**config.mk**
```make
export PLATFORM = sky130hd
export DESIGN_NAME = ccrl_role_logic
export DESIGN_NICKNAME = d
export VERILOG_FILES = /design/src/hdl/ccrl_pkg.sv /design/src/hdl/ccrl_toggle_if.sv /design/src/hdl/ccrl_toggle_timer.sv /design/src/hdl/ccrl_role_logic.sv
export SDC_FILE = /design/constraint.sdc
export NUM_CORES = 1
export LEC_CHECK = 0
export ABC_CLOCK_PERIOD_IN_PS = 4700
export BUFFER_PORTS_ARGS = -buffer_cell sky130_fd_sc_hd__buf_2
export CAP_MARGIN = 20
export CORE_MARGIN = 1.5
export CORE_UTILIZATION = 40
export CTS_CLUSTER_SIZE = 8
export DETAILED_ROUTE_END_ITERATION = 7
export SLEW_MARGIN = 20
export SYNTH_ARGS = -nofsm -noshare
export SYNTH_HDL_FRONTEND = slang
export SYNTH_SLANG_ARGS = --single-unit
```
**constraint.sdc**
```tcl
create_clock -name sys_clk -period 4.7 [get_ports sys_clk]
set_input_delay 0.235 -clock sys_clk [delete_from_list [all_inputs] [get_ports sys_clk]]
set_output_delay 0.235 -clock sys_clk [all_outputs]
set_load 0.01 [all_outputs]
```
**src/hdl/ccrl_pkg.sv**
```systemverilog
package ccrl_pkg;

  // ************************************************************
  // timing
  // ************************************************************
  localparam int CLK_PERIOD_NS = 4;
  localparam int TDRP_US = 75;
  localparam int TDRP_CYCLES = (TDRP_US * 1000) / CLK_PERIOD_NS;
  localparam int DC_SRC_PCT = 50;
  localparam int TDRP_TRANS_NS = 1000;
  localparam int TDRP_TRANS_CYCLES = TDRP_TRANS_NS / CLK_PERIOD_NS;
  localparam int CNT_W = 20;
  localparam int TRY_WAIT_CYCLES = 4000;

  // ************************************************************
  // encodings
  // ************************************************************
  localparam logic [1:0] CUR_DEFAULT = 2'h0;
  localparam logic [1:0] CUR_NONE = 2'h3;

  typedef enum logic [1:0] {
    CCRL_PREF_NONE,
    CCRL_PREF_SRC,
    CCRL_PREF_SNK
  } ccrl_pref_type;

endpackage : ccrl_pkg

```
**src/hdl/ccrl_toggle_if.sv**
```systemverilog
`timescale 1ns/1ps
`default_nettype none

// ************************************************************
// toggle timer signals
// ************************************************************
interface ccrl_toggle_if;
  logic run;
  logic src_phase;
  logic transition;
  logic period_end;

  modport timer (input run, output src_phase, output transition, output period_end);
  modport user (output run, input src_phase, input transition, input period_end);
endinterface : ccrl_toggle_if

`default_nettype wire

```
**src/hdl/ccrl_toggle_timer.sv**
```systemverilog
`timescale 1ns/1ps
`default_nettype none

module ccrl_toggle_timer #(
  parameter int PERIOD_CYCLES = ccrl_pkg::TDRP_CYCLES,
  parameter int SRC_PCT = ccrl_pkg::DC_SRC_PCT
) (
  input wire logic sys_clk,
  input wire logic rst_n,
  ccrl_toggle_if.timer tg
);
  import ccrl_pkg::*;

  localparam logic [CNT_W-1:0] LAST = CNT_W'(PERIOD_CYCLES - 1);
  localparam logic [CNT_W-1:0] SRC_END = CNT_W'((PERIOD_CYCLES * SRC_PCT) / 100);
  localparam logic [CNT_W-1:0] TR_END = CNT_W'(TDRP_TRANS_CYCLES);

  logic [CNT_W-1:0] cnt;
  wire logic wrap = (cnt == LAST);

  // ************************************************************
  // free-running period counter
  // ************************************************************
  // free running counter
  always_ff @(posedge sys_clk) begin
    if (!rst_n || wrap) begin
      cnt <= '0;
    end else begin
      cnt <= cnt + CNT_W'(1);
    end
  end

  assign tg.src_phase = (cnt < SRC_END);
  assign tg.transition = (cnt < TR_END) || ((cnt >= SRC_END) && (cnt < SRC_END + TR_END));
  assign tg.period_end = wrap;

endmodule : ccrl_toggle_timer

`default_nettype wire

```
**src/hdl/ccrl_role_logic.sv**
```systemverilog
// Function
// - as sink, pull-downs on both cc pins
// - sink attach decided by vbus present together with rp seen on a cc pin
// - terminated cc pin (rp seen as sink, rd seen as source) selects superspeed mux orientation
// - detected source current tracked; load limit output follows it
// - pd communication enabled on the active cc pin when attached
// - source presentation starts with vbus switch off; terminations switch roles
// - toggle source/sink by period, duty and transition time until attach
// - source sees sink: enable vbus and vconn, stop toggling
// - sink sees vbus: stop toggling, stay sink
// - rp side is host and supplier; rd side is device and sink
// - prefer source: try source when destined sink
// - prefer sink: try sink when destined source
// - role try done once, only during initial connection
// - swaps acted on only after connection completes
// - power swap exchanges terminations and vbus direction
// - data swap changes data role only
// - vconn swap changes vconn supplier only
// - directed unattach waits for toggle period boundary
`timescale 1ns/1ps
`default_nettype none

module ccrl_role_logic #(
  parameter int PERIOD_CYCLES = ccrl_pkg::TDRP_CYCLES,
  parameter int SRC_PCT = ccrl_pkg::DC_SRC_PCT
) (
  input wire logic sys_clk,
  input wire logic rst_n,
  input wire logic drp_en,
  input wire ccrl_pkg::ccrl_pref_type pref,
  input wire logic vbus_present,
  input wire logic cc1_rp_seen,
  input wire logic cc2_rp_seen,
  input wire logic [1:0] cc1_rp_level,
  input wire logic [1:0] cc2_rp_level,
  input wire logic cc1_rd_seen,
  input wire logic cc2_rd_seen,
  input wire logic pd_capable,
  input wire logic force_unattach,
  input wire logic pr_swap_done,
  input wire logic dr_swap_done,
  input wire logic vconn_swap_done,
  output logic cc1_pull_down,
  output logic cc2_pull_down,
  output logic cc1_pull_up,
  output logic cc2_pull_up,
  output logic vbus_src_en,
  output logic vconn_en,
  output logic ss_flip,
  output logic [1:0] current_limit,
  output logic pd_en,
  output logic pd_cc2,
  output logic attached,
  output logic host_role,
  output logic power_src
);
  import ccrl_pkg::*;

  typedef enum logic [2:0] {
    CCRL_UNATT,
    CCRL_TRY_SRC,
    CCRL_TRY_SNK,
    CCRL_ATT_SRC,
    CCRL_ATT_SNK
  } ccrl_state_type;

  ccrl_state_type state;
  ccrl_state_type next_state;
  logic try_used;
  logic pend_unatt;
  logic [CNT_W-1:0] try_cnt;
  logic next_flip;
  logic [1:0] next_cur;

  ccrl_toggle_if tg ();

  // ************************************************************
  // toggle timer
  // ************************************************************
  ccrl_toggle_timer #(
    .PERIOD_CYCLES(PERIOD_CYCLES),
    .SRC_PCT(SRC_PCT)
  ) u_timer (
    .sys_clk(sys_clk),
    .rst_n(rst_n),
    .tg(tg)
  );

  // ************************************************************
  // decode
  // ************************************************************
  wire logic present_src = drp_en && tg.src_phase;
  wire logic sink_seen = cc1_rd_seen ^ cc2_rd_seen;
  wire logic rp_seen = cc1_rp_seen || cc2_rp_seen;
  wire logic try_over = (try_cnt == CNT_W'(TRY_WAIT_CYCLES));
  wire logic in_unatt = (state == CCRL_UNATT);
  wire logic swap_ok = (state == CCRL_ATT_SRC) || (state == CCRL_ATT_SNK);
  assign tg.run = in_unatt;

  // ************************************************************
  // connection state machine
  // ************************************************************
  always_comb begin
    next_state = state;
    unique case (state)
      CCRL_UNATT: begin
        if (tg.transition) begin
          next_state = CCRL_UNATT;
        end else if (present_src && sink_seen) begin
          if (pref == CCRL_PREF_SNK && !try_used) begin
            next_state = CCRL_TRY_SNK;
          end else begin
            next_state = CCRL_ATT_SRC;
          end
        end else if (!present_src && vbus_present && rp_seen) begin
          if (drp_en && pref == CCRL_PREF_SRC && !try_used) begin
            next_state = CCRL_TRY_SRC;
          end else begin
            next_state = CCRL_ATT_SNK;
          end
        end
      end
      CCRL_TRY_SRC: begin
        if (sink_seen) begin
          next_state = CCRL_ATT_SRC;
        end else if (try_over) begin
          next_state = CCRL_UNATT;
        end
      end
      CCRL_TRY_SNK: begin
        if (vbus_present && rp_seen) begin
          next_state = CCRL_ATT_SNK;
        end else if (try_over) begin
          next_state = CCRL_UNATT;
        end
      end
      CCRL_ATT_SRC: begin
        if (!sink_seen) begin
          next_state = CCRL_UNATT;
        end else if (pr_swap_done) begin
          next_state = CCRL_ATT_SNK;
        end
      end
      CCRL_ATT_SNK: begin
        if (!vbus_present) begin
          next_state = CCRL_UNATT;
        end else if (pr_swap_done) begin
          next_state = CCRL_ATT_SRC;
        end
      end
    endcase
    if (pend_unatt && tg.period_end) begin
      next_state = CCRL_UNATT;
    end
  end

  assign next_flip = cc2_rp_seen && !cc1_rp_seen;
  assign next_cur = !rp_seen ? CUR_DEFAULT : (next_flip ? cc2_rp_level : cc1_rp_level);

  always_ff @(posedge sys_clk) begin
    if (!rst_n) begin
      state <= CCRL_UNATT;
      pend_unatt <= 1'b0;
    end else begin
      state <= next_state;
      pend_unatt <= force_unattach || (pend_unatt && !tg.period_end);
    end
  end

  always_ff @(posedge sys_clk) begin
    if (!rst_n) begin
      try_used <= 1'b0;
      try_cnt <= '0;
    end else begin
      if (next_state == CCRL_TRY_SRC || next_state == CCRL_TRY_SNK) begin
        try_used <= 1'b1;
      end else if (next_state == CCRL_UNATT && state != CCRL_TRY_SRC && state != CCRL_TRY_SNK
                   && state != CCRL_UNATT) begin
        try_used <= 1'b0;
      end
      try_cnt <= (state == CCRL_TRY_SRC || state == CCRL_TRY_SNK) ? try_cnt + CNT_W'(1) : '0;
    end
  end

  // ************************************************************
  // role outputs
  // ************************************************************
  wire logic src_term = (next_state == CCRL_ATT_SRC) || (next_state == CCRL_TRY_SRC)
                        || ((next_state == CCRL_UNATT) && present_src);

  always_ff @(posedge sys_clk) begin
    if (!rst_n) begin
      cc1_pull_down <= 1'b1;
      cc2_pull_down <= 1'b1;
      cc1_pull_up <= 1'b0;
      cc2_pull_up <= 1'b0;
      vbus_src_en <= 1'b0;
      vconn_en <= 1'b0;
      ss_flip <= 1'b0;
      current_limit <= CUR_NONE;
      pd_en <= 1'b0;
      pd_cc2 <= 1'b0;
      attached <= 1'b0;
      host_role <= 1'b0;
      power_src <= 1'b0;
    end else begin
      cc1_pull_down <= !src_term;
      cc2_pull_down <= !src_term;
      cc1_pull_up <= src_term;
      cc2_pull_up <= src_term;
      vbus_src_en <= (next_state == CCRL_ATT_SRC);
      attached <= (next_state == CCRL_ATT_SRC) || (next_state == CCRL_ATT_SNK);
      power_src <= (next_state == CCRL_ATT_SRC);
      pd_en <= pd_capable && ((next_state == CCRL_ATT_SRC) || (next_state == CCRL_ATT_SNK));
      if (in_unatt || state == CCRL_TRY_SRC || state == CCRL_TRY_SNK) begin
        host_role <= (next_state == CCRL_ATT_SRC);
        vconn_en <= (next_state == CCRL_ATT_SRC);
        if (next_state == CCRL_ATT_SRC) begin
          ss_flip <= cc2_rd_seen;
          pd_cc2 <= cc2_rd_seen;
        end
      end else if (swap_ok && next_state == state) begin
        if (dr_swap_done) begin
          host_role <= !host_role;
        end
        if (vconn_swap_done) begin
          vconn_en <= !vconn_en;
        end
      end
      if (next_state == CCRL_UNATT) begin
        vconn_en <= 1'b0;
        host_role <= 1'b0;
      end
      if (next_state == CCRL_ATT_SNK && rp_seen) begin
        ss_flip <= next_flip;
        pd_cc2 <= next_flip;
      end
      current_limit <= (next_state == CCRL_ATT_SNK) ? next_cur : CUR_NONE;
    end
  end
endmodule : ccrl_role_logic

`default_nettype wire

```
---- Word level (Yosys, flattened, before mapping) ----
Cells that the tools add are included.
word-level totals
  output and inout bits ................... 14
  bits of input ports ..................... 19
  logic and storage cells ................. 118
  bits in registers ....................... 55
operators by class
  muxes and demuxes ....................... 27
  bitwise logic cells ..................... 2
  $add $sub $neg .......................... 2
  magnitude comparators ................... 4
  reduce and logical (&&, ||, !) cells .... 54
  equal/unequal tests ..................... 15
operators by type and width
  cell                                                                                    count
  20-bit by 1-bit adder with 20-bit output (second input constant)                        2
  20-bit by 14-bit < comparator with 1-bit output (second input constant)                 2
  3-bit two-way mux                                                                       12
  20-bit by 12-bit equality test with 1-bit output (second input constant)                1
  20-bit by 15-bit equality test with 1-bit output (second input constant)                1
  20-bit by 14-bit greater-or-equal comparator with 1-bit output (second input constant)  1
  20-bit by 8-bit < comparator with 1-bit output (second input constant)                  1
  1-bit logical AND                                                                       19
  3-bit one-hot mux with 5 select lines                                                   1
  3-bit by 2-bit equality test with 1-bit output (second input constant)                  4
  1-bit logical OR                                                                        12
  1-bit two-way mux                                                                       12
  2-bit nonzero test                                                                      6
  2-bit AND reduction                                                                     5
  1-bit zero test                                                                         8
  3-bit by 1-bit equality test with 1-bit output (second input constant)                  2
  3-bit equality test (second input constant)                                             2
  3-bit zero test                                                                         2
  2-bit two-way mux                                                                       2
  3-bit equality test                                                                     1
  3-bit by 1-bit != test with 1-bit output (second input constant)                        1
  3-bit by 2-bit != test with 1-bit output (second input constant)                        1
  3-bit nonzero test                                                                      1
  2-bit by 1-bit equality test with 1-bit output (second input constant)                  1
  other kinds (4)                                                                         4

---- Longest topological paths before layout ----
Gate-level depths: netlist of the first run.
  depth in word-level cells ............... 16
  depth in mapped cells ................... 9
  gate-level depth less buffers ........... 9

---- Hierarchy ----
A second synthesis of the first run with hierarchy kept.
unflattened totals
  cells, all modules ...................... 346
  area total of the unflattened synthesis .. 2972.9 um^2
by module, submodules not included
  module             seq. area each (um^2)  times used  cells each  area an instance (um^2)
  ccrl_role_logic    700.7                  1           216         1871.8
  ccrl_toggle_timer  400.4                  1           130         1101.1

---- Worst setup path before layout of the first run ----
No wires, ideal clock.
  path kind ............................... register to register
  start ................................... register u_timer.cnt[18]
  end ..................................... register host_role
  library setup time ...................... 103 ps
  cell stages (with the launch flop) ...... 8
  period minus slack after synthesis ...... 2866 ps
  path slack .............................. 1834 ps
  data arrival time ....................... 2763 ps
  path buffers ............................ 0
  data required time ...................... 4597 ps
  cells stage by stage .................... dfxtp_1 > or4_4 > or4b_4 > nor3_4 > mux2_4 > a211oi_4 > or4_4 > a2111oi_2
between the ends
  cells in the longest elaborated chain, start to end .. 14
  elaborated cells between the ends (all ways) .. 26
  classes of those cells .................. order compare: 4; eq/ne: 3; mux: 6; reduce/logical: 13
RTL lines
  element                                          line                     RTL
  from (decl)                                      ccrl_toggle_timer.sv:18  logic [CNT_W-1:0] cnt;
  from (signal assigned)                           ccrl_toggle_timer.sv:29  cnt <= cnt + CNT_W'(1);
  20-bit by 14-bit < comparator with 1-bit output  ccrl_toggle_timer.sv:33  assign tg.src_phase = (cnt < SRC_END);
  1-bit logical AND                                ccrl_role_logic.sv:92    wire logic present_src = drp_en && tg.src_phase;
  1-bit zero test                                  ccrl_role_logic.sv:115   end else if (!present_src && vbus_present && rp_seen) begin
  1-bit logical AND (2 in series)                  ccrl_role_logic.sv:115
  3-bit two-way mux                                ccrl_role_logic.sv:115
  3-bit two-way mux                                ccrl_role_logic.sv:109   end else if (present_src && sink_seen) begin
  3-bit two-way mux                                ccrl_role_logic.sv:107   if (tg.transition) begin
  3-bit one-hot mux with 5 select lines            ccrl_role_logic.sv:105   unique case (state)
  3-bit two-way mux *                              ccrl_role_logic.sv:152   if (pend_unatt && tg.period_end) begin
  3-bit equality test                              ccrl_role_logic.sv:222   end else if (swap_ok && next_state == state) begin
  1-bit logical AND                                ccrl_role_logic.sv:222
  2-bit nonzero test (no line)                     --
  2-bit AND reduction (no line)                    --
  to (signal assigned)                             ccrl_role_logic.sv:216   host_role <= (next_state == CCRL_ATT_SRC);
  to (signal assigned)                             ccrl_role_logic.sv:224   host_role <= !host_role;
  to (decl)                                        ccrl_role_logic.sv:54    output logic host_role,
Mark *: on every way between the ends. The rest lies on a longest branch, timed or not.
A chain may end at the register's enable or synchronous reset.

---- Worst setup path after layout of the first run ----
Ends and elaborated chain as after synthesis.

==> reports/summary.md, run 1 <==
The run finished with clean final reports. The first detailed-routing pass ran for 4 iterations. Yosys printed 0 warnings.

The worst hold path begins at force_unattach. The number of nets at the end of the flow was 392; the end-of-flow core utilization was 45.02%. Maximum achievable frequency: 323.8 MHz. The total negative setup slack is 0 ns, and the netlist area before placement is 2963 µm². STA classifies the critical path endpoint as a flip-flop. The signal on the critical path passes through or4_4 -> or4b_4 -> nor3_4 -> a2bb2oi_1 -> nand2_1 -> or4_4 -> a2111oi_2. The synthesized design spends more area on one cell type than any other, namely dfxtp_1. The count of placed standard cells including taps is 460, and the number of stages on the worst hold path is 3. Once routing completed, OpenROAD measured the worst setup slack at 1.611 ns. Setup repair after global routing left no endpoint under its margin. Placeable core area: 7214 µm².

The run gives 0 as the total count of max-transition violations in the final report. The tree is rooted in a clkbuf_8. At the pin with the least slew margin, the transition time is 0.7270 ns. The total I/O pin count is 33, and the share of Yosys cell area claimed by the top area cell type is 37.16%. For the critical path required time, the log shows 4.90 ns.

The commonest register cell after synthesis is dfxtp_1. Counting I/O delays and the setup requirement, the final critical path takes 3.089 ns. The worst hold path terminates at pend_unatt$_SDFF_PN0_.

Timing analysis after detailed placement gives a worst setup slack of 1.648 ns. Yosys mapped the design onto 64 distinct sky130hd cell types. The cell count after synthesis was 348. Initial antenna violation count: 0. The number of buffer cells added on primary ports was 32; the total global routing track utilization was 16.58%.

The placer's final routability congestion estimate was 0.8845. In this run the post-CTS setup repair buffer count came out at 0. Final number of hold-violating endpoints: 0.

For this design the ratio of total power to cell area is 239.8 nW/µm². The count of flip-flops with a built-in enable after synthesis is 0, and the number of violations of the max-capacitance limit is 0. After the first detailed-routing iteration, the DRC count stood at 114.

By area the synthesized netlist is led by dfxtp_1, nor2_1, xor2_1. Setup slack on the worst reg-to-reg path comes out at 1.61 ns. The worst hold path belongs to the class input pin to flip-flop.

Residual antenna-violating net count after detailed routing: 0. The clock share of power came out at 33.2%. Clock latency on the worst-skew pair, taken at its later pin, is 0.31 ns. Starting utilization of the core area: 41.07%. The logs give 37.16% for the sequential-to-total area share from yosys stat and 10,360 µm for the first-pass GRT wire length. The HPWL reported at the end of detailed placement is 4610 µm, and the net switching power figure is 186.4 µW.

Total internal power: 592.3 µW. The vias per cell was 5.342. IR analysis of the VDD net gives a maximum drop of 0.0001460 V. Entering global routing, the biggest net connects 21 pins. The worst path buffer plus inverter count was 0.

The floorplan has 31 rows. The DRC violation count after routing is 0, and the via count of the first global-routing pass is 2,202. The final-layout fill cell count is 745, and the part of the power in registers is 60.8%. The total die area was 7933 µm². The longest clock path from root to sink contains 2 buffers. The clock tree synthesis step divided the H-tree into 2 levels. The quantity of gates resized following cts was 0. Die width: 89.07 µm.

In this run the number of cells on the critical path is 7. TritonCTS built the clock tree. The leakage power total is 0.001132 µW. Hold repair after CTS inserted 0 buffers. The tools report the startpoint of the worst-slack reg-to-reg timing path as u_timer.cnt[18]$_SDFF_PP0_. In this run, the combinational gates consume 6.0% of the power. The slowest stage of the critical path is the or4b_4 cell. Clock tree synthesis found a total of 55 sinks.

For this block, the routed nets add up to 6238 µm of wire. The worst reg-to-reg path cell count was 7; the average footprint of a synthesized cell was 8.514 µm². The completed layout was analyzed and its total power is 778.7 µW.

The tools report the synthesized netlist net count as 372. Overall overflow remaining after global route: 0. For this run, the slowest stage of the critical path takes 0.55 ns. After detailed routing, the average wire length per cell comes to 13.33 µm.

The fraction of layout cells with a size suffix above 1 was 16.53%. The flip-flop and latch count after synthesis came out at 55. For the final database, setup skew stands at 0.01617 ns. The cell with the most instances on the worst path is or4_4.

The final critical-path share of the clock period is 65.71%. The clock-pin slew on the worst setup and hold paths is 0.10 ns, and the switching share of power is 23.94%. Buffers inserted during clock tree synthesis total 5. The run gives 0 as the number of antenna diodes. The kind of critical path was flip-flop to flip-flop. The tools report the vias after detailed routing as 2,500. The tools report the endpoint of the worst register-to-register path as host_role$_SDFFE_PP0P_.

The layout overhead on the synthesized area is 9.629%. Setup violations remaining at the end of the flow were counted as 0. Once layout is complete, the cells apart from fillers number 468. The die is 89.07 µm tall.

The largest fanout of any net on the critical path came out at 7. Of all flip-flops after synthesis, the portion carrying an async set or reset was 0%. Headroom to the max-slew limit came out at 51.10%. The worst setup path is launched from a flip-flop. The data arrival at the endpoint of the critical path came out at 3.29 ns. Grouping stages by cell kind, the critical path spends the most delay in simple AND/OR/NAND/NOR gates.
==> how the worst max path moves through the flow <==
stage                          startpoint                      to  slack, ns
6_report       u_timer.cnt[18]$_SDFF_PP0_  host_role$_SDFFE_PP0P_       1.61
5_1_grt         u_timer.cnt[0]$_SDFF_PP0_  host_role$_SDFFE_PP0P_       1.35
4_1_cts         u_timer.cnt[0]$_SDFF_PP0_  host_role$_SDFFE_PP0P_       1.62
3_5_place_dp   u_timer.cnt[18]$_SDFF_PP0_  host_role$_SDFFE_PP0P_       1.65
3_3_place_gp   u_timer.cnt[18]$_SDFF_PP0_  host_role$_SDFFE_PP0P_       1.72
2_1_floorplan  u_timer.cnt[18]$_SDFF_PP0_  host_role$_SDFFE_PP0P_       1.83
==> tightest hold or removal path, stage by stage <==
cell	delay, ns
buf_2	0.07
nand2_1	0.03
o21ai_0	0.06
==> per-layer routing <==
metal	GRT usage (%)	part of all wire (%)
met5	0	0
met2	28.44	47
met1	21.40	48
met3	3.139	3.9
met4	4.476	1.4
==> through the flow <==
stage          hold slack [ns]  instance area (µm²)
6_report                0.1316                 3248
5_1_grt                 0.1405                 3248
4_1_cts                 0.1208                 3248
3_5_place_dp            0.4462                 3159
3_3_place_gp            0.4294                 3159
2_1_floorplan           0.3436                 2963
==> power by group through the flow <==
stage,clock network [µW],registers (µW),logic (µW)
final,259,474,46.6
after global routing,286,475,52.9
after CTS,267,473,46.9
after detailed placement,0,484,46.6
after global placement,0,484,47.0
after floorplan,0,483,30.5
==> cell type report <==
type,count,area [µm²],share of cell area [%]
clock buffer,5,68.82,2.119
sequential,55,1101,33.90
clock inverter,3,20.02,0.6163
tap,99,123.9,3.814
inverter,14,52.55,1.618
multi-input combinational,260,1722,53.00
timing repair buffer,32,160.2,4.931
==> cells in the final DEF, fill, tap and decap left out, types with 2 or more instances in the layout <==
master / Yosys / routed
and3_1: 4 / 4
or4_4: 2 / 2
nor4_1: 6 / 6
a21oi_1: 9 / 9
nand2_1: 23 / 23
a2111oi_2: 2 / 2
buf_2: 1 / 32
or2_2: 2 / 2
dfxtp_1: 55 / 55
nor2b_1: 2 / 2
nand4b_1: 2 / 2
nand2b_1: 7 / 7
xnor2_1: 16 / 16
nor2_1: 49 / 49
and4_1: 4 / 4
nand3b_1: 2 / 2
inv_1: 14 / 14
ha_1: 5 / 5
a31o_2: 3 / 3
clkinvlp_4: 0 / 2
xor2_1: 19 / 19
a211oi_1: 6 / 6
nand4_1: 10 / 10
a311oi_1: 2 / 2
o31ai_1: 3 / 3
or3_1: 6 / 6
nand3_1: 16 / 16
o211ai_1: 3 / 3
a211o_2: 2 / 2
o21ai_0: 12 / 12
clkbuf_8: 0 / 5
nor3_1: 6 / 6
o2111ai_1: 3 / 3
a211o_1: 4 / 4
==> registers in the layout, summed over array words and instances (netlist names), 2 cells and up <==
register and cells:
u_timer.cnt 20, try_cnt 20, current_limit 2, state 3
==> cells by family (layout without fill, tap and decap cells) <==
kind of cell | Yosys count | count (layout) | synth area share, %
compound gates | 63 | 63 | 16.43
xor+xnor | 35 | 35 | 10.35
fa+ha+maj | 5 | 5 | 2.111
buf+inv | 33 | 54 | 4.730
flops | 55 | 55 | 37.16
mux | 2 | 2 | 0.8445
simple gates | 155 | 155 | 28.38
==> synthesized netlist by cell type (3+ instances only) <==
master and n:
a211o_1 4, a211oi_1 6, a21oi_1 9, a31o_2 3, and3_1 4, and4_1 4, buf_4 4, clkbuf_1 14
dfxtp_1 55, ha_1 5, inv_1 14, nand2_1 23, nand2b_1 7, nand3_1 16, nand4_1 10, nor2_1 49
nor3_1 6, nor4_1 6, o2111ai_1 3, o211ai_1 3, o21ai_0 12, o31ai_1 3, or3_1 6, xnor2_1 16
xor2_1 19
No activity file was read; power rests on OpenSTA's default activity.
==> inputs of run 2 (changes only) <==
--- a/config.mk
+++ b/config.mk
@@ -5,7 +5,7 @@
 export SDC_FILE = /design/constraint.sdc
 export NUM_CORES = 1
 export LEC_CHECK = 0
-export ABC_CLOCK_PERIOD_IN_PS = 4700
+export ABC_CLOCK_PERIOD_IN_PS = 3100
 export BUFFER_PORTS_ARGS = -buffer_cell sky130_fd_sc_hd__buf_2
 export CAP_MARGIN = 20
 export CORE_MARGIN = 1.5
==> constraint.sdc (replaced) <==
create_clock -name sys_clk -period 3.1 [get_ports sys_clk]
set_input_delay 0.155 -clock sys_clk [delete_from_list [all_inputs] [get_ports sys_clk]]
set_output_delay 0.155 -clock sys_clk [all_outputs]
set_load 0.01 [all_outputs]
==> run 2 against run 1 <==
Effect of this change: final cell count rose by 1.9%; combinational power increased by 71%; fmax is 2.5% higher; clock skew decreased by 0.0023 ns; critical path depth unchanged; critical path type unchanged; sequential share of layout area shrank 1.4 points; largest power group unchanged; count of clock-buffer cells in the layout rose by 1; sequential power is 51% higher; highest routed layer unchanged; sequential cell count unchanged; clock power is 97% higher; cell area is 4.4% higher; die area unchanged.
==> reports/summary.md, run 2 (synthesized netlist as in run 1, its figures left out) <==
The total negative setup slack is 0 ns, and the initial antenna violation count is 0. The fraction of layout cells with a size suffix above 1 came out at 19.58%. From left edge to right edge, the die measures 89.07 µm.

The logs give 0.01387 ns for the worst clock skew and 4677 µm for the HPWL reported at the end of detailed placement. Data on the critical path is required at its endpoint by 3.32 ns. In the final routing, the length of wire on met1 measures 3005 µm. The routed length per placed instance is 13.22 µm, and the total global routing track utilization is 16.41%. Prior to clock tree synthesis, the placed netlist has a worst setup slack of 0.09112 ns. For this design, the sink count on the clock tree is 55. STA classifies the critical path startpoint as a flip-flop. The core region is 7214 µm². In this run the tool buffered the top-level ports with 32 buffer cells.

The final number of hold-violating endpoints came out at 0. For this configuration, the core starts out at a cell density of 41.07%. The total count of max-transition violations in the final report was 0; the number of nets at the end of the flow was 401. Kind of critical path: flip-flop to flip-flop. The clock root buffer is clkbuf_8. Setup slack closes at 0.08590 ns. The first routing iteration left 93 violations. Across all hold checks on the routed design, the worst slack comes to 0.03741 ns. The clock latency on the worst-skew pair is 0.31 ns, and the final critical-path share of the clock period is 97.23%. Pin placement for this block handled 33 I/O pins.

The flow ran to the end, and the final reports show no timing, DRC or antenna violations. The overall overflow remaining after global route came out at 0. Summed over all nets, wire length on met2 after detailed routing comes to 3017 µm.

After detailed routing, the met3 layer carries 223 µm of wire. The end-of-flow core utilization is 47.00%. The class of the tightest hold or removal check was input pin to flip-flop. The number of hold buffers added after CTS was 0.

The DRC violation count after routing was 0; the vertical die dimension was 89.07 µm. At the pin with the least slew margin, the transition time is 0.7496 ns. TritonCTS built the clock tree. Leaving out fill and tap cells, the most frequent cell in the layout is dfxtp_1. Entering global routing, the biggest net connects 21 pins.

In this run the power density over the cells is 384.9 nW/µm². The layout overhead on the synthesized area is 14.44%. Setup repair after global routing could not meet its margin everywhere.

The maximum ir drop on the vdd rail is 0.0001675 V, and the largest fanout of any net on the critical path is 7. For the total clock buffers created by CTS, the log shows 5. Max-cap violations in this run came to 0. Critical path capture point type: a flip-flop. The run gives 3.23 ns as the data arrival at the endpoint of the critical path.

The first global-routing pass estimated 10,250 µm of wire. Fill cells in the final layout number 727. The final layout contains routed wiring with a total length of 6304 µm. The number of antenna diodes in the final layout is 0.

The initialized floorplan defines 31 standard-cell rows. The via count of the first global-routing pass came out at 2,233. The pre-antenna-repair detailed-routing pass consisted of 4 iterations. The detailed router placed 2,513 vias in this run.

The highest routing layer actually used is met4. The number of levels in the clock H-tree is 2. Setup-violating endpoint count in the final report: 0. The die covers 7933 µm².

For the number of buffers on the longest clock path, the log shows 2. Static timing analysis puts the maximum clock frequency at 331.8 MHz. The residual antenna-violating net count after detailed routing was 0. The smallest clock period supported by the final layout is computed as 3.014 ns.

For this design the static power due to leakage is 0.001203 µW. The tightest slew margin relative to the limit was 50.02%. The largest registers in the layout are try_cnt x20, u_timer.cnt x20, state x3. In the layout the commonest cells are dfxtp_1, nor2_1, buf_2. Placer's final routability congestion estimate: 0.9300. The vias per cell was 5.268; the clock-pin slew on the worst setup and hold paths was 0.11 ns.
run 2: stage by stage:
stage	total power, µW	cell area (µm²)	instances
floorplan	778.7	2963	348
global placement	809.0	3219	468
detailed placement	810.0	3219	468
CTS	1326	3341	476
global route	1365	3391	477
finish	1305	3391	477
run 2: critical path: stages (launching register included):
cell       delay, ns
dfxtp_2         0.35
or4_4           0.53
or4b_4          0.52
nor3_4          0.34
a2bb2oi_2       0.19
nand2_1         0.10
or4_4           0.60
a2111oi_4       0.29
run 2: final cells by class:
| cell class | instances | area (µm²) | area share, % |
|---|---|---|---|
| Inverter | 14 | 52.55 | 1.550 |
| Clock buffer | 6 | 82.58 | 2.435 |
| Timing Repair Buffer | 41 | 227.7 | 6.716 |
| Multi-Input combinational cell | 260 | 1763 | 51.99 |
| Clock inverter | 2 | 38.79 | 1.144 |
| Sequential cell | 55 | 1102 | 32.51 |
| Tap cell | 99 | 123.9 | 3.653 |
run 2: power by group:
group | total, µW | internal [µW] | switching [µW] | leakage, µW
sequential | 717 | 712 | 4.75 | 0.000445
combinational | 79.6 | 33.8 | 45.8 | 0.000696
clock | 509 | 266 | 243 | 0.0000618
run 2: worst paths after layout:
kind                                    from                     to  slack, ns  cells after the start
hold reg to reg        try_cnt[0]$_SDFF_PN0_  try_cnt[0]$_SDFF_PN0_       0.49                      1
setup reg to reg  u_timer.cnt[18]$_SDFF_PP0_  vconn_en$_SDFFE_PP0P_       0.09                      7
setup / recovery  u_timer.cnt[18]$_SDFF_PP0_  vconn_en$_SDFFE_PP0P_       0.09                      7
hold / removal                force_unattach  pend_unatt$_SDFF_PN0_       0.04                      3
run 2: repair_timing:
item                       in CTS  in global routing
setup endpoints to repair       0                  4
gates resized for setup         0                  6
setup buffers                   0                  1
run 2: routing by layer:
metal / GRT usage (%) / vias up
met2: 28.17 / 46
met3: 3.047 / 6
li1: - / 1302
met4: 3.776 / 0
met1: 21.45 / 1159
met5: 0 / -
==> inputs of run 3 (changes only) <==
--- a/config.mk
+++ b/config.mk
@@ -5,6 +5,7 @@
 export SDC_FILE = /design/constraint.sdc
 export NUM_CORES = 1
 export LEC_CHECK = 0
+export ABC_AREA = 1
 export ABC_CLOCK_PERIOD_IN_PS = 3100
 export BUFFER_PORTS_ARGS = -buffer_cell sky130_fd_sc_hd__buf_2
 export CAP_MARGIN = 20
==> run 3 against run 2 <==
Effect of this change: register-to-register slack gained 0.66 ns; combinational power grew to 8.8 times the previous value; sequential share of layout area increased by 0.29 points; via count up 12%; total power increased by 51%; wire length grew 0.92%; final cell count grew 21%; clock power down 7.7%; sequential cell count is the same; sequential power increased by 12%; largest power group unchanged.
==> reports/summary.md, run 3 <==
The proportion of register bits with asynchronous set or reset after synthesis came out at 0%. For this run, the number of Yosys warnings is 0. The cell row count came out at 31. The starting utilization of the core area is 41.47%.

Final number of hold-violating endpoints: 0. For this run, the slowest stage of the critical path takes 0.39 ns. Clock latency on the worst-skew pair, taken at its later pin, is 0.31 ns.

The run gives 46.28% as the end-of-flow core utilization. For the total count of max-transition violations in the final report, the log shows 0. Summed over all cells, the static leakage comes to 0.001442 µW. The critical path is of the flip-flop to flip-flop type. Each instance of the synthesized netlist takes up on average 6.729 µm². The vias per cell is 4.843. Setup violations remaining at the end of the flow were counted as 0. In this run the tool buffered the top-level ports with 32 buffer cells. The most repeated cell in the gate-level netlist after synthesis is nand2_1. By area the synthesized netlist is led by dfxtp_1, nand2_1, inv_1. Counting instances in the post-synthesis netlist gives the leading cell types as nand2_1, inv_1, nor2_1, dfxtp_1, nand3_1. The routed length per placed instance came out at 10.99 µm.

The tools report the clock root buffer as clkbuf_8. Data arrival at the endpoint of the critical path: 2.57 ns. The fraction of layout cells with a size suffix above 1 is 13.54%. The number of antenna diodes in the final layout is 0. The total clock sinks was 55.

The critical path required time is 3.31 ns, and the cell count after synthesis is 447. STA classifies the critical path endpoint as a flip-flop. At the end of the flow, the number of nets in the layout was 504.

The via count of the first global-routing pass is 2,646, and the total I/O pin count is 33. The slowest stage cell on the critical path was dfxtp_1. TritonCTS created 5 clock buffers. The netlist uses 37 different library cells. Setup repair after global routing left no endpoint under its margin.

The flow ran to the end, and the final reports show no timing, DRC or antenna violations. For the pin with the worst max-slew slack, the measured transition is 0.8808 ns. Across the VDD grid, the largest voltage drop is 0.0002257 V.

The first TritonRoute pass finished after 5 iterations. STA classifies the critical path startpoint as a flip-flop. The number of buffers on the longest clock path is 2. In the routed design, unresolved DRC markers number 0. Total power density per cell area: 587.8 nW/µm². The die covers 8049 µm².

The congestion estimate from routability-driven global placement came to 0.8829. The synthesized design contains 55 register bits. In the final layout, the registers with the most flip-flops are try_cnt x20, u_timer.cnt x20, state x3. In the final timing run, aggregate negative setup slack is 0 ns.

The library cells used most frequently in the layout, excluding fill and tap cells, are nand2_1, inv_1, nor2_1. Clock-pin slew was measured on the worst setup and hold paths at 0.10 ns. The hold buffer count at cts is 0. Sequential cells were found to cover 36.61% of the synthesized design area. The synthesized netlist net count came out at 471. Final routed wirelength across all metal layers: 6362 µm.

Quantity of gates resized following cts: 0. After layout, the worst path uses 76.08% of the clock period. From synthesis to final layout, the design area changed by 11.61%.

The worst hold path belongs to the class input pin to flip-flop. Max-cap violations in this run came to 0. For the worst clock skew, the log shows 0.01162 ns.

The cell with the most instances on the worst path was nand2_1. The number of setup buffers added after CTS is 0. The most common cell after layout, fill and taps aside is nand2_1.

Initial antenna violation count: 0. The largest area contributor in the synthesized netlist is dfxtp_1. The detailed router finished its first iteration with 94 violations.

In this run the vertical extent of the chip is 89.72 µm. Global routing used 16.68% of the available tracks. The first global-routing pass estimated 11,120 µm of wire. The largest fanout of any net on the critical path works out to 4. The commonest register cell after synthesis is dfxtp_1. The minimum clock period was 2.358 ns; the tightest slew margin relative to the limit was 40.83%. After synthesis, the largest area contributor takes up 36.61% of total cell area. For the netlist area before placement, the log shows 3008 µm².

Overall overflow remaining after global route: 0. TritonCTS built the clock tree. The maximum achievable frequency was 424.0 MHz; the number of levels in the clock H-tree was 2. Traced cell by cell, the critical path runs through ha_1 -> nand2_1 -> nor2_1 -> nand2_1 -> nor2_1 -> nor2_1 -> nand3_1 -> nand2_1 -> a21oi_1 -> nand2_1 -> nand2_1 -> nand2_1 -> nand2_1 -> inv_1 -> nand2_1 -> o21ai_0 -> a21oi_1 -> nor2_1. The floorplan step set the die width to 89.72 µm. Summed over all nets, the half-perimeter wirelength after detailed placement is 5039 µm.

The core region is 7253 µm². The synthesized design contains 0 enable-type register cells. The vias after detailed routing is 2,804, and the residual antenna-violating net count after detailed routing is 0. For the maximum number of pins on one net before global-route repair, the log shows 20.
run 3: per-layer routing:
| metal | up-vias | part of all wire [%] | track usage (%) |
|---|---|---|---|
| met2 | 46 | 48 | 28.12 |
| met3 | 12 | 3.2 | 3.299 |
| met4 | 0 | 2.1 | 7.407 |
| met1 | 1257 | 47 | 20.58 |
| li1 | 1489 | - | - |
| met5 | - | 0 | 0 |
run 3: worst max-delay path: cells and delay by family (launching register included):
family,cells,cell delay (ns)
buf+inv,1,0.05
compound gates,3,0.36
flops,1,0.39
fa+ha+maj,1,0.19
simple gates,13,1.27
run 3: final timing paths:
path / from / depth (start not counted) / end / slack, ns
setup / recovery: u_timer.cnt[0]$_SDFF_PP0_ / 18 / host_role$_SDFFE_PP0P_ / 0.74
hold reg to reg: try_cnt[0]$_SDFF_PN0_ / 1 / try_cnt[0]$_SDFF_PN0_ / 0.46
setup reg to reg: u_timer.cnt[0]$_SDFF_PP0_ / 18 / host_role$_SDFFE_PP0P_ / 0.74
hold / removal: cc2_rp_level[1] / 3 / current_limit[1]$_SDFF_PN1_ / 0.05
run 3: kinds of logic (layout without fill, tap and decap cells):
| kind of cell | count (synthesis) | count (layout) | share of synthesized area [%] |
|---|---|---|---|
| AND/OR/NAND/NOR | 250 | 250 | 40.18 |
| buffers and inverters | 86 | 119 | 11.23 |
| flip-flops | 55 | 55 | 36.61 |
| AO/OA/AOI/OAI | 46 | 46 | 8.444 |
| adder cells (fa/ha/maj) | 5 | 5 | 2.080 |
| XOR/XNOR | 5 | 5 | 1.456 |
run 3: where the power goes:
group	internal (µW)	switching [µW]	leakage (µW)
clock network	237	233	0.0000513
registers	766	37.4	0.000445
logic	232	467	0.000945
total	1240	738	0.00144
run 3: cell type report:
cell class              count  area [µm²]
well taps                  99       123.9
inverters                  80       300.3
clock buffers               6       72.57
fillers                   783        3896
multi-input cells         306        1569
flip-flops and latches     55        1101
clock inverters             1       30.03
repair buffers             32       160.2
run 3: through the flow:
stage / cells / setup WS [ns] / instance area, µm² / hold slack, ns / total power (µW)
after global placement: 572 / 0.7512 / 3254 / 0.3735 / 1515
after CTS: 579 / 0.7342 / 3357 / 0.04370 / 1987
after detailed placement: 572 / 0.7463 / 3254 / 0.3735 / 1511
after floorplan: 447 / 1.094 / 3008 / 0.2613 / 1358
after global routing: 579 / 0.4640 / 3357 / 0.05000 / 2132
final: 579 / 0.7416 / 3357 / 0.05454 / 1973
